$ cat src/core/sms_defs.svh
// Constants of the spindle motor servo: register map, fields, reset values, rates.
// Assumes a 100 MHz system clock; rates are turned into phase increments here.
`ifndef SMS_DEFS_SVH
`define SMS_DEFS_SVH

// ****************************************
// Register map (byte addresses)
// ****************************************
`define SMS_ADDR_MODE    12'h000
`define SMS_ADDR_CFG     12'h004
`define SMS_ADDR_LOOP    12'h008
`define SMS_ADDR_STATUS  12'h00C

`define SMS_MODE_RESET   32'h0000_0000
`define SMS_CFG_RESET    32'h0000_0000
`define SMS_LOOP_RESET   32'h0000_0000

// ****************************************
// Field positions
// ****************************************
`define SMS_MODE_SEL     2:0
`define SMS_MODE_AWU     3
`define SMS_CFG_FMT      1:0
`define SMS_CFG_PLIM     3:2
`define SMS_CFG_OSP      5:4
`define SMS_CFG_BRAKE    6
`define SMS_LOOP_GAIN    2:0
`define SMS_LOOP_F4      5:4
`define SMS_LOOP_F3      7:6
`define SMS_STAT_STOP    3

// ****************************************
// Rates and derived phase increments
// ****************************************
`define SMS_CLK_HZ       100000000
`define SMS_PDM_HZ       1000000
`define SMS_PWM_HZ       22050
`define SMS_PWM_STEPS    256
`define SMS_FPOS_HZ      300
`define SMS_FPOS_STEPS   160
`define SMS_PLL_PDM_HZ   4230000
`define SMS_INC(hz)      32'(((64'd1 << 32) * (hz)) / `SMS_CLK_HZ)

// ****************************************
// Speed and FIFO thresholds
// ****************************************
`define SMS_SPEED_NOM    12'h800
`define SMS_SPEED_75     12'(((`SMS_SPEED_NOM) * 75) / 100)
`define SMS_SPEED_12     12'(((`SMS_SPEED_NOM) * 12) / 100)
`define SMS_SPEED_6      12'(((`SMS_SPEED_NOM) * 6) / 100)
`define SMS_FIFO_HALF    8'h40
`define SMS_FPOS_OFFS    10'h020
`define SMS_DRIVE_MAX    10'h1FF

`endif

$ cat src/core/sms_pkg.sv
// Types shared by the spindle motor servo files.
// Assumes nothing of its surroundings.
package sms_pkg;

  typedef enum logic [2:0] {
    SMS_OFF    = 3'b000,
    SMS_START1 = 3'b001,
    SMS_START2 = 3'b010,
    SMS_JUMP   = 3'b011,
    SMS_JUMP1  = 3'b100,
    SMS_PLAY   = 3'b101,
    SMS_STOP1  = 3'b110,
    SMS_STOP2  = 3'b111
  } sms_mode_e;

  typedef enum logic [1:0] {
    SMS_FMT_PDM  = 2'b00,
    SMS_FMT_PWM2 = 2'b01,
    SMS_FMT_PWM4 = 2'b10,
    SMS_FMT_FPOS = 2'b11
  } sms_fmt_e;

endpackage

$ cat src/core/sms_top.sv
// Spindle motor servo: APB register file, mode sequencer, loop filter and output formats.
// Assumes decoder inputs are synchronous to clk_sys and an external bridge drives the motor.
`timescale 1ns/10ps
`default_nettype none
`include "sms_defs.svh"
module sms_top (
  input  wire logic        clk_sys,
  input  wire logic        arst_n,
  input  wire logic        psel,
  input  wire logic        penable,
  input  wire logic        pwrite,
  input  wire logic [11:0] paddr,
  input  wire logic [31:0] pwdata,
  output logic      [31:0] prdata,
  output logic             pready,
  output logic             pslverr,
  input  wire logic [6:0]  fifoFill,
  input  wire logic [7:0]  pllFreq,
  input  wire logic [11:0] discSpeed,
  input  wire logic        fifoOverflow,
  input  wire logic        cdRomData,
  output logic             motorDriveOutA,
  output logic             motorDriveOutB,
  output logic             motorAuxOutC,
  output logic             motorAuxOutD,
  output logic             pllReset,
  output logic             fifoReset,
  output logic             audioMute,
  output logic             dataMute,
  output logic             concealStrobe,
  output logic             motorStoppedFlag
);

  // ****************************************
  // Reset release
  // ****************************************
  logic rstMeta;
  logic rstN;

  always_ff @(posedge clk_sys or negedge arst_n) begin
    if (!arst_n) begin
      rstMeta <= 1'b0;
      rstN    <= 1'b0;
    end else begin
      rstMeta <= 1'b1;
      rstN    <= rstMeta;
    end
  end

  // ****************************************
  // Register decode
  // ****************************************
  function automatic logic [2:0] regIndex(input logic [11:0] addr);
    if (addr == `SMS_ADDR_MODE) begin
      regIndex = 3'h0;
    end else if (addr == `SMS_ADDR_CFG) begin
      regIndex = 3'h1;
    end else if (addr == `SMS_ADDR_LOOP) begin
      regIndex = 3'h2;
    end else if (addr == `SMS_ADDR_STATUS) begin
      regIndex = 3'h3;
    end else begin
      regIndex = 3'h7;
    end
  endfunction

  sms_pkg::sms_mode_e modeReq;
  sms_pkg::sms_mode_e actMode;
  sms_pkg::sms_mode_e next_actMode;
  sms_pkg::sms_fmt_e  fmtReq;
  sms_pkg::sms_fmt_e  actFmt;
  logic        antiWindup;
  logic [1:0]  powerLim;
  logic [1:0]  ospSel;
  logic        brakeSel;
  logic [2:0]  gainSel;
  logic [1:0]  f4Sel;
  logic [1:0]  f3Sel;
  logic        saturated;
  logic        updTick;
  logic        autoSwitch;
  logic [31:0] readValue;
  logic [2:0]  idx;
  logic        apbDone;
  logic        apbWrite;

  assign idx      = regIndex(paddr);
  assign apbDone  = psel & penable & pready;
  assign apbWrite = apbDone & pwrite;

  always_comb begin
    readValue = 32'h0000_0000;
    case (idx)
      3'h0: readValue = {28'h000_0000, antiWindup, modeReq};
      3'h1: readValue = {25'h000_0000, brakeSel, ospSel, powerLim, fmtReq};
      3'h2: readValue = {24'h00_0000, f3Sel, f4Sel, 1'b0, gainSel};
      3'h3: readValue = {26'h000_0000, saturated, 1'b0, motorStoppedFlag, actMode};
      default: readValue = 32'h0000_0000;
    endcase
  end

  // One wait state: the answer is registered in the first access cycle
  always_ff @(posedge clk_sys or negedge rstN) begin
    if (!rstN) begin
      pready  <= 1'b0;
      prdata  <= 32'h0000_0000;
      pslverr <= 1'b0;
    end else begin
      pready <= psel & penable & ~pready;
      if (psel & penable & ~pready) begin
        prdata  <= pwrite ? 32'h0000_0000 : readValue;
        pslverr <= (idx == 3'h7);
      end else begin
        pslverr <= 1'b0;
      end
    end
  end

  // Automatic switches rewrite the requested mode so the next update does not undo them
  always_ff @(posedge clk_sys or negedge rstN) begin
    if (!rstN) begin
      modeReq    <= sms_pkg::SMS_OFF;
      antiWindup <= 1'b0;
    end else if (autoSwitch) begin
      modeReq <= next_actMode;
    end else if (apbWrite && idx == 3'h0) begin
      modeReq    <= sms_pkg::sms_mode_e'(pwdata[`SMS_MODE_SEL]);
      antiWindup <= pwdata[`SMS_MODE_AWU];
    end
  end

  always_ff @(posedge clk_sys or negedge rstN) begin
    if (!rstN) begin
      fmtReq   <= sms_pkg::SMS_FMT_PDM;
      powerLim <= 2'b00;
      ospSel   <= 2'b00;
      brakeSel <= 1'b0;
    end else if (apbWrite && idx == 3'h1) begin
      fmtReq   <= sms_pkg::sms_fmt_e'(pwdata[`SMS_CFG_FMT]);
      powerLim <= pwdata[`SMS_CFG_PLIM];
      ospSel   <= pwdata[`SMS_CFG_OSP];
      brakeSel <= pwdata[`SMS_CFG_BRAKE];
    end
  end

  always_ff @(posedge clk_sys or negedge rstN) begin
    if (!rstN) begin
      gainSel <= 3'b000;
      f4Sel   <= 2'b00;
      f3Sel   <= 2'b00;
    end else if (apbWrite && idx == 3'h2) begin
      gainSel <= pwdata[`SMS_LOOP_GAIN];
      f4Sel   <= pwdata[`SMS_LOOP_F4];
      f3Sel   <= pwdata[`SMS_LOOP_F3];
    end
  end

  // ****************************************
  // Rate ticks, all scaled by overspeed
  // ****************************************
  logic [31:0] tickInc [4];
  logic [31:0] phase [4];
  logic [3:0]  tick;

  always_comb begin
    tickInc[0] = `SMS_INC(`SMS_PDM_HZ) << ospSel;
    tickInc[1] = `SMS_INC(`SMS_PWM_HZ * `SMS_PWM_STEPS) << ospSel;
    tickInc[2] = `SMS_INC(`SMS_FPOS_HZ * `SMS_FPOS_STEPS) << ospSel;
    tickInc[3] = `SMS_INC(`SMS_PLL_PDM_HZ) << ospSel;
  end

  generate
    for (genvar g = 0; g < 4; g++) begin : gTick
      always_ff @(posedge clk_sys or negedge rstN) begin
        if (!rstN) begin
          phase[g] <= 32'h0000_0000;
          tick[g]  <= 1'b0;
        end else begin
          {tick[g], phase[g]} <= {1'b0, phase[g]} + {1'b0, tickInc[g]};
        end
      end
    end
  endgenerate

  // Servo updates once per PWM period
  logic [7:0] updCnt;

  always_ff @(posedge clk_sys or negedge rstN) begin
    if (!rstN) begin
      updCnt  <= 8'h00;
      updTick <= 1'b0;
    end else begin
      updTick <= tick[1] && updCnt == 8'hFF;
      if (tick[1]) begin
        updCnt <= updCnt + 8'h01;
      end
    end
  end

  // ****************************************
  // Mode sequencer
  // ****************************************
  logic speedHigh;
  logic speedLow;

  assign speedHigh  = discSpeed >= `SMS_SPEED_75;
  assign speedLow   = discSpeed <= (brakeSel ? `SMS_SPEED_6 : `SMS_SPEED_12);
  assign autoSwitch = updTick && next_actMode != modeReq;

  always_comb begin
    next_actMode = modeReq;
    case (actMode)
      sms_pkg::SMS_START2: begin
        if (modeReq == sms_pkg::SMS_START2 && speedHigh) begin
          next_actMode = sms_pkg::SMS_JUMP;
        end
      end
      sms_pkg::SMS_STOP2: begin
        if (modeReq == sms_pkg::SMS_STOP2 && speedLow) begin
          next_actMode = sms_pkg::SMS_OFF;
        end
      end
      default: next_actMode = modeReq;
    endcase
  end

  always_ff @(posedge clk_sys or negedge rstN) begin
    if (!rstN) begin
      actMode <= sms_pkg::SMS_OFF;
      actFmt  <= sms_pkg::SMS_FMT_PDM;
    end else if (updTick) begin
      actMode <= next_actMode;
      actFmt  <= fmtReq;
    end
  end

  // Stopped flag: a new stop event wins over a clear in the same cycle
  always_ff @(posedge clk_sys or negedge rstN) begin
    if (!rstN) begin
      motorStoppedFlag <= 1'b0;
    end else if (autoSwitch && next_actMode == sms_pkg::SMS_OFF) begin
      motorStoppedFlag <= 1'b1;
    end else if (apbWrite && idx == 3'h3 && pwdata[`SMS_STAT_STOP]) begin
      motorStoppedFlag <= 1'b0;
    end
  end

  logic playEntry;

  assign playEntry = updTick && next_actMode == sms_pkg::SMS_PLAY && actMode != sms_pkg::SMS_PLAY;

  always_ff @(posedge clk_sys or negedge rstN) begin
    if (!rstN) begin
      pllReset      <= 1'b0;
      fifoReset     <= 1'b0;
      audioMute     <= 1'b1;
      dataMute      <= 1'b1;
      concealStrobe <= 1'b0;
    end else begin
      pllReset      <= actMode == sms_pkg::SMS_START1;
      // Held in jump, one pulse on play entry, one pulse on overflow in play
      fifoReset     <= actMode == sms_pkg::SMS_JUMP || actMode == sms_pkg::SMS_JUMP1
                       || playEntry
                       || (actMode == sms_pkg::SMS_PLAY && fifoOverflow);
      audioMute     <= actMode != sms_pkg::SMS_PLAY;
      dataMute      <= actMode != sms_pkg::SMS_PLAY && !cdRomData;
      concealStrobe <= actMode == sms_pkg::SMS_PLAY && fifoOverflow;
    end
  end

  // ****************************************
  // Loop filter
  // ****************************************
  // Gains in eighths, crossovers in tenths of Hz per unit overspeed
  function automatic logic [7:0] gainCoef(input logic [2:0] sel);
    case (sel)
      3'd0: gainCoef = 8'd16;
      3'd1: gainCoef = 8'd20;
      3'd2: gainCoef = 8'd32;
      3'd3: gainCoef = 8'd40;
      3'd4: gainCoef = 8'd64;
      3'd5: gainCoef = 8'd80;
      3'd6: gainCoef = 8'd128;
      default: gainCoef = 8'd160;
    endcase
  endfunction

  logic signed [7:0]  err;
  logic signed [7:0]  errPrev;
  logic signed [23:0] integ;
  logic signed [9:0]  demand;
  logic signed [17:0] propTerm;
  logic signed [17:0] leadTerm;
  logic signed [23:0] integStep;
  logic signed [19:0] sum;
  logic signed [9:0]  next_servo;
  logic signed [9:0]  limitDrive;
  logic        [5:0]  f4Coef;
  logic        [5:0]  f3Coef;
  logic        [8:0]  limFrac;

  assign err = $signed({1'b0, fifoFill}) - $signed(`SMS_FIFO_HALF);

  always_comb begin
    case (f4Sel)
      2'd0: f4Coef = 6'd5;
      2'd1: f4Coef = 6'd7;
      2'd2: f4Coef = 6'd14;
      default: f4Coef = 6'd28;
    endcase
    case (f3Sel)
      2'd0: f3Coef = 6'd9;
      2'd1: f3Coef = 6'd17;
      default: f3Coef = 6'd34;
    endcase
    case (powerLim)
      2'd0: limFrac = 9'd256;
      2'd1: limFrac = 9'd192;
      2'd2: limFrac = 9'd128;
      default: limFrac = 9'd95;
    endcase
  end

  always_comb begin
    propTerm   = 18'(err * $signed({1'b0, gainCoef(gainSel)}));
    leadTerm   = 18'((err - errPrev) * $signed({1'b0, f3Coef})) <<< ospSel;
    integStep  = 24'(err * $signed({1'b0, f4Coef})) <<< ospSel;
    sum        = 20'(propTerm >>> 3) + 20'(leadTerm >>> 3) + 20'(integ >>> 8);
    saturated  = sum > $signed({10'h000, `SMS_DRIVE_MAX}) || sum < -$signed({10'h000, `SMS_DRIVE_MAX});
    if (sum > $signed({10'h000, `SMS_DRIVE_MAX})) begin
      next_servo = $signed(`SMS_DRIVE_MAX);
    end else if (sum < -$signed({10'h000, `SMS_DRIVE_MAX})) begin
      next_servo = -$signed(`SMS_DRIVE_MAX);
    end else begin
      next_servo = sum[9:0];
    end
    limitDrive = $signed(10'((19'(`SMS_DRIVE_MAX) * 19'(limFrac)) >> 8));
  end

  always_ff @(posedge clk_sys or negedge rstN) begin
    if (!rstN) begin
      integ   <= 24'sd0;
      errPrev <= 8'sd0;
      demand  <= 10'sd0;
    end else if (updTick) begin
      errPrev <= err;
      // Drive follows the mode entered at this update, not the one being left
      case (next_actMode)
        sms_pkg::SMS_PLAY: begin
          if (!(antiWindup && saturated)) begin
            integ <= integ + integStep;
          end
          demand <= next_servo;
        end
        sms_pkg::SMS_JUMP: demand <= next_servo;
        sms_pkg::SMS_JUMP1: begin
          integ  <= 24'sd0;
          demand <= next_servo;
        end
        sms_pkg::SMS_START1, sms_pkg::SMS_START2: demand <= limitDrive;
        sms_pkg::SMS_STOP1, sms_pkg::SMS_STOP2: demand <= -limitDrive;
        default: demand <= 10'sd0;
      endcase
    end
  end

  // ****************************************
  // Modulators and output formats
  // ****************************************
  logic [9:0] pdmLevel;
  logic [9:0] accLevel;
  logic [9:0] brkLevel;
  logic       pdmOut;
  logic       accOut;
  logic       brkOut;
  logic       fposOut;
  logic       pllOut;

  // Mid-scale density is the idle point, so zero demand steers nothing
  assign pdmLevel = 10'(demand) + 10'h200;
  assign accLevel = demand > 10'sd0 ? 10'(demand) >> 1 : 10'h000;
  assign brkLevel = demand < 10'sd0 ? 10'(-demand) >> 1 : 10'h000;

  sms_modulator uPdm (
    .clk     (clk_sys),
    .rstN    (rstN),
    .tick    (tick[0]),
    .pwmMode (1'b0),
    .period  (10'h000),
    .level   (pdmLevel),
    .out     (pdmOut)
  );

  sms_modulator uAcc (
    .clk     (clk_sys),
    .rstN    (rstN),
    .tick    (tick[1]),
    .pwmMode (1'b1),
    .period  (10'(`SMS_PWM_STEPS)),
    .level   (accLevel),
    .out     (accOut)
  );

  sms_modulator uBrk (
    .clk     (clk_sys),
    .rstN    (rstN),
    .tick    (tick[1]),
    .pwmMode (1'b1),
    .period  (10'(`SMS_PWM_STEPS)),
    .level   (brkLevel),
    .out     (brkOut)
  );

  // Offset of four frames in a twenty-frame span puts half full at 60 percent
  sms_modulator uFpos (
    .clk     (clk_sys),
    .rstN    (rstN),
    .tick    (tick[2]),
    .pwmMode (1'b1),
    .period  (10'(`SMS_FPOS_STEPS)),
    .level   ({3'b000, fifoFill} + `SMS_FPOS_OFFS),
    .out     (fposOut)
  );

  sms_modulator uPll (
    .clk     (clk_sys),
    .rstN    (rstN),
    .tick    (tick[3]),
    .pwmMode (1'b0),
    .period  (10'h000),
    .level   ({pllFreq, 2'b00}),
    .out     (pllOut)
  );

  always_ff @(posedge clk_sys or negedge rstN) begin
    if (!rstN) begin
      motorDriveOutA <= 1'b0;
      motorDriveOutB <= 1'b1;
      motorAuxOutC   <= 1'b0;
      motorAuxOutD   <= 1'b0;
    end else begin
      case (actFmt)
        sms_pkg::SMS_FMT_PDM: begin
          motorDriveOutA <= pdmOut;
          motorDriveOutB <= ~pdmOut;
          motorAuxOutC   <= 1'b0;
          motorAuxOutD   <= 1'b0;
        end
        sms_pkg::SMS_FMT_PWM2: begin
          motorDriveOutA <= accOut;
          motorDriveOutB <= brkOut;
          motorAuxOutC   <= 1'b0;
          motorAuxOutD   <= 1'b0;
        end
        sms_pkg::SMS_FMT_PWM4: begin
          motorDriveOutA <= accOut;
          motorDriveOutB <= brkOut;
          motorAuxOutC   <= demand > 10'sd0;
          motorAuxOutD   <= demand < 10'sd0;
        end
        default: begin
          // Servo result unused here; controller owns speed in lock-to-disc use
          motorDriveOutA <= fposOut;
          motorDriveOutB <= pllOut;
          motorAuxOutC   <= 1'b0;
          motorAuxOutD   <= 1'b0;
        end
      endcase
    end
  end

endmodule // sms_top
`default_nettype wire

$ cat src/core/sms_modulator.sv
// Pulse width or pulse density modulator stepped by a tick.
// Assumes tick is a one-cycle strobe in the clk domain; level is sampled at period start in PWM mode, on every tick in PDM mode.
`timescale 1ns/10ps
`default_nettype none
module sms_modulator (
  input  wire logic       clk,
  input  wire logic       rstN,
  input  wire logic       tick,
  input  wire logic       pwmMode,
  input  wire logic [9:0] period,
  input  wire logic [9:0] level,
  output logic            out
);
  logic [9:0] cnt;
  logic [9:0] acc;
  logic [9:0] held;
  logic [10:0] next_acc;

  assign next_acc = {1'b0, acc} + {1'b0, held};

  always_ff @(posedge clk or negedge rstN) begin
    if (!rstN) begin
      cnt  <= 10'h000;
      acc  <= 10'h000;
      held <= 10'h000;
      out  <= 1'b0;
    end else if (tick) begin
      // In PWM mode the level only changes at a period boundary, so a new demand never cuts a pulse short; PDM takes it every tick
      if (cnt == period - 10'h001 || !pwmMode) begin
        cnt  <= 10'h000;
        held <= level;
      end else begin
        cnt <= cnt + 10'h001;
      end
      if (pwmMode) begin
        out <= (cnt < held);
      end else begin
        acc <= next_acc[9:0];
        out <= next_acc[10];
      end
    end
  end
endmodule // sms_modulator
`default_nettype wire

$ cat config.mk
export PLATFORM = sky130hd
export DESIGN_NAME = sms_top
export DESIGN_NICKNAME = d
export VERILOG_FILES = /design/src/core/sms_pkg.sv /design/src/core/sms_top.sv /design/src/core/sms_modulator.sv
export VERILOG_INCLUDE_DIRS = /design/src /design/src/core
export SDC_FILE = /design/constraint.sdc
export NUM_CORES = 1
export LEC_CHECK = 0
export BUFFER_PORTS_ARGS = -buffer_cell sky130_fd_sc_hd__buf_2
export CORE_ASPECT_RATIO = 0.75
export CORE_MARGIN = 2
export CORE_UTILIZATION = 35
export CTS_CLUSTER_SIZE = 10
export DETAILED_ROUTE_END_ITERATION = 7
export PLACE_DENSITY = 0.48
export SETUP_SLACK_MARGIN = 0.5
export SLEW_MARGIN = 25
export SYNTH_ARGS = -nofsm -noshare
export SYNTH_HDL_FRONTEND = slang
export SYNTH_HIERARCHICAL = 1
export SYNTH_SLANG_ARGS = --single-unit
$ cat constraint.sdc
create_clock -name clk_sys -period 28.8 [get_ports clk_sys]
set_input_delay 2.88 -clock clk_sys [delete_from_list [all_inputs] [get_ports clk_sys]]
set_output_delay 2.88 -clock clk_sys [all_outputs]
set_load 0.02 [all_outputs]
==> results.md <==
- Status: finished, final reports clean
- Hold buffers post-CTS: 0
- Slowest CP cell: clkinv_1
- Die Width: 355 um
- Routed vias: 24400
- Sequential power share: just under 30%
- Largest buffer count on any clock path: 3
- Worst hold path class: flop to async pin
- Ys Warns: 6
- TritonCTS Sinks: 373
- Die area: approximately 0.095 mm^2
- GPL Wtd Cong: ~0.80
- Port bufs: 73
- Worst skew pair latency: between 0.6 and 0.7 ns
- DRT Pass-1 Iters: 5
- Simple-Gate Fraction of Synth Area: between 10% and 20%
- CTS buffer count: 48
- Global Route Usage Sum: between 15 and 20%
- First-pass GRT wire length: ~130000 um
- Via-per-instance ratio: 4.78
- Final Hold Fails: 0
- Drt total wl: between 70000 and 80000 um
- Leak: roughly 0.017 uW
- FF-to-FF setup slack: roughly 19 ns
- Synth Area per Inst: slightly above 9 um^2
- Final WS setup: roughly 17 ns
- DR iter-0 viols: 1387
- Max cap viols: 0
- Filler Cell Count: around 9300
- Worst Clk Skew: slightly below 0.06 ns
- Post-synth top flop: dfrtp_1
- Switching share of power: 39.8%
- Avg WL per Cell: approximately 15 um
- Final Max Tran Viols: 0
- Largest register FFs: approximately 120
- Met1 GRT Util: between 20% and 30%
- Top cells by area, synth: dfrtp_1, ha_1, fa_1
- Top reg by flops: phase
- Remaining routing DRC violations: 0
- Cell Rows: 96
- Post-route ant nets: 0
- Clock slew at reported path FFs: roughly 0.060 ns
- Area of the core: 0.0914 mm^2
- Post-CTS sizing: 0
- Worst vdd ir: roughly 52 uV
- Slew headroom: about a third
- Synth async-reset ratio: 100%
- Top post-synthesis cells by count: ha_1, dfrtp_1, inv_1, nand2_1, nor2_1
- Initial antenna violation count: 1
- Post-synth top area cell: dfrtp_1
- RSZ-0062 raised after global routing: false
- Met2 Usage GRT: 23.5%
- Post-CTS setup buffer count: 0
- # setup viols final: 0
- Initial core utilization: between 30% and 40%
- CP arrival: 12.65 ns
- Busiest layer in global routing: met1
- Grt ovf: 0
- Mapped Area: roughly 0.032 mm^2
- Fmax: ~0.083 GHz
- Final Cycle Share: 41.9%
- Fin crit period: 12.08 ns
- Main combinational cell family by area after synthesis: adder cells
- Chip height: ~270 um
- Clock power share: a little under a quarter
- Hold_ws: ~0.34 ns
- Number of flops mapped to enable cells by yosys: 0
- Largest regs: phase x119, integ x24
- Synthesized instance count: around 3500
- Cell Int Power: roughly 1600 uW
- Clock root cell: clkbuf_16
- H-tree depth: 2
- Yosys reg bits: about 370
- Setup crit end kind: flop
- Mux share of post-synthesis cell area: between 3 and 4%
- Number of diodes: 0
- Fin Setup TNS: 0 ns
- CP startpoint kind: primary input
- Most frequent cell after synthesis: ha_1
- Ports: between 100 and 150
- Share of layout cells above drive strength 1: under 10%
- Hpwl dp: ~58000 um
- TritonCTS clock tree: done
- Largest net degree at the start of global routing: just under 80
- Sequential-to-total area share from yosys stat: between 20 and 30%
- Kind of critical path: primary input to flop
- PwrDens: slightly above 70 mW/mm^2
- Worst-path fanout max: 47
- CP max stage delay: about 0.55 ns
- P_sw: roughly 1100 uW
- Synthesis-to-layout area growth: 13.2%
- Synth Area in Compound Gates: between 10% and 20%
- Tightest Pin Transition: a little under 1 ns
- Synth cell types: 93
- # nets final: about 4400
- Synth top area share: between 20% and 30%
- Pre-CTS WS: between 15 and 20 ns
- XOR/XNOR Fraction of Synth Area: between 8 and 9%
- GRT met3 Usage: about 2.3%
- Number of global-route vias before repair: between 20000 and 25000
- Synthesized-area fraction occupied by adder cells: 21.1%
- Worst path required time: roughly 29 ns
- Combinational power share: 48.0%
-- final timing paths --
path	cells past startpoint	from	to
setup / recovery	35	fifoFill[6]	integ[23]
hold / removal	0	rstN	phase[76]
setup reg to reg	36	errPrev[0]	integ[23]
hold reg to reg	0	rstN	phase[76]
max in group asynchronous	3	rstN	uPdm/acc[8]
min in group clk_sys	0	rstMeta	rstN
-- layer usage --
layer | vias up | routed length (um)
met5 | - | 0
met4 | 0 | 1070
met3 | 67 | 2620
met2 | 242 | 30400
met1 | 11300 | 42000
li1 | 12800 | -
-- per-stage QoR --
step / utilization (%) / power, uW / std cells / instance area [um^2]
after CTS: 40.0 / 2670 / 5112 / 36500
after global routing: 40.0 / 2900 / 5112 / 36500
final: 40.0 / 2640 / 5112 / 36500
after floorplan: - / 1780 / 3809 / 33400
after global placement: 38.2 / 2030 / 5029 / 34900
after detailed placement: 38.2 / 2030 / 5029 / 35000
-- power by group through the flow --
stage	Sequential [uW]	Combinational, uW	Clock, uW
after floorplan	746	1040	0
after global placement	771	1260	0
after detailed placement	771	1260	0
after CTS	764	1270	636
after global routing	782	1460	656
final	761	1270	609
-- area by class of cell --
cell class | instances | area, um^2 | area share [%]
clock buffers | 73 | 1390 | 3.79
clock inverters | 10 | 183 | 0.500
inverters | 324 | 1220 | 3.33
multi-input cells | 3017 | 22400 | 61.2
flip-flops and latches | 373 | 9340 | 25.6
well taps | 1225 | 1530 | 4.20
repair buffers | 90 | 504 | 1.38
-- placed cells by master (no fill, tap or decap), drive strengths merged, types with 32 or more instances in the layout --
master,synthesis,final
o31ai,35,35
o21a,50,50
mux2i,32,32
and2,56,56
nand3,80,80
xnor2,196,196
buf,40,90
inv,321,322
mux2,79,79
clkbuf,55,73
nor2b,57,57
xor2,103,103
ha,379,379
dfrtp,370,370
a21o,74,74
fa,104,104
nand2b,38,38
a21oi,217,217
nand2,264,264
nor2,229,229
nor3,61,61
and3,46,46
conb,2,288
o21ai,217,217
a31oi,40,40
-- worst max-delay path: cells and delay by family --
| kind | cells | cell delay, ns |
|---|---|---|
| xor+xnor | 1 | 0.21 |
| simple gates | 11 | 2.39 |
| fa+ha+maj | 8 | 3.53 |
| buf+inv | 6 | 1.35 |
| compound gates | 9 | 2.25 |
-- cells by family after synthesis --
kind of cell,after synthesis
adder cells (fa/ha/maj),483
XOR/XNOR,299
other,2
AND/OR/NAND/NOR,990
buffers and inverters,419
flip-flops,373
AO/OA/AOI/OAI,843
multiplexers,114
Power figures use the tool's default switching activity.
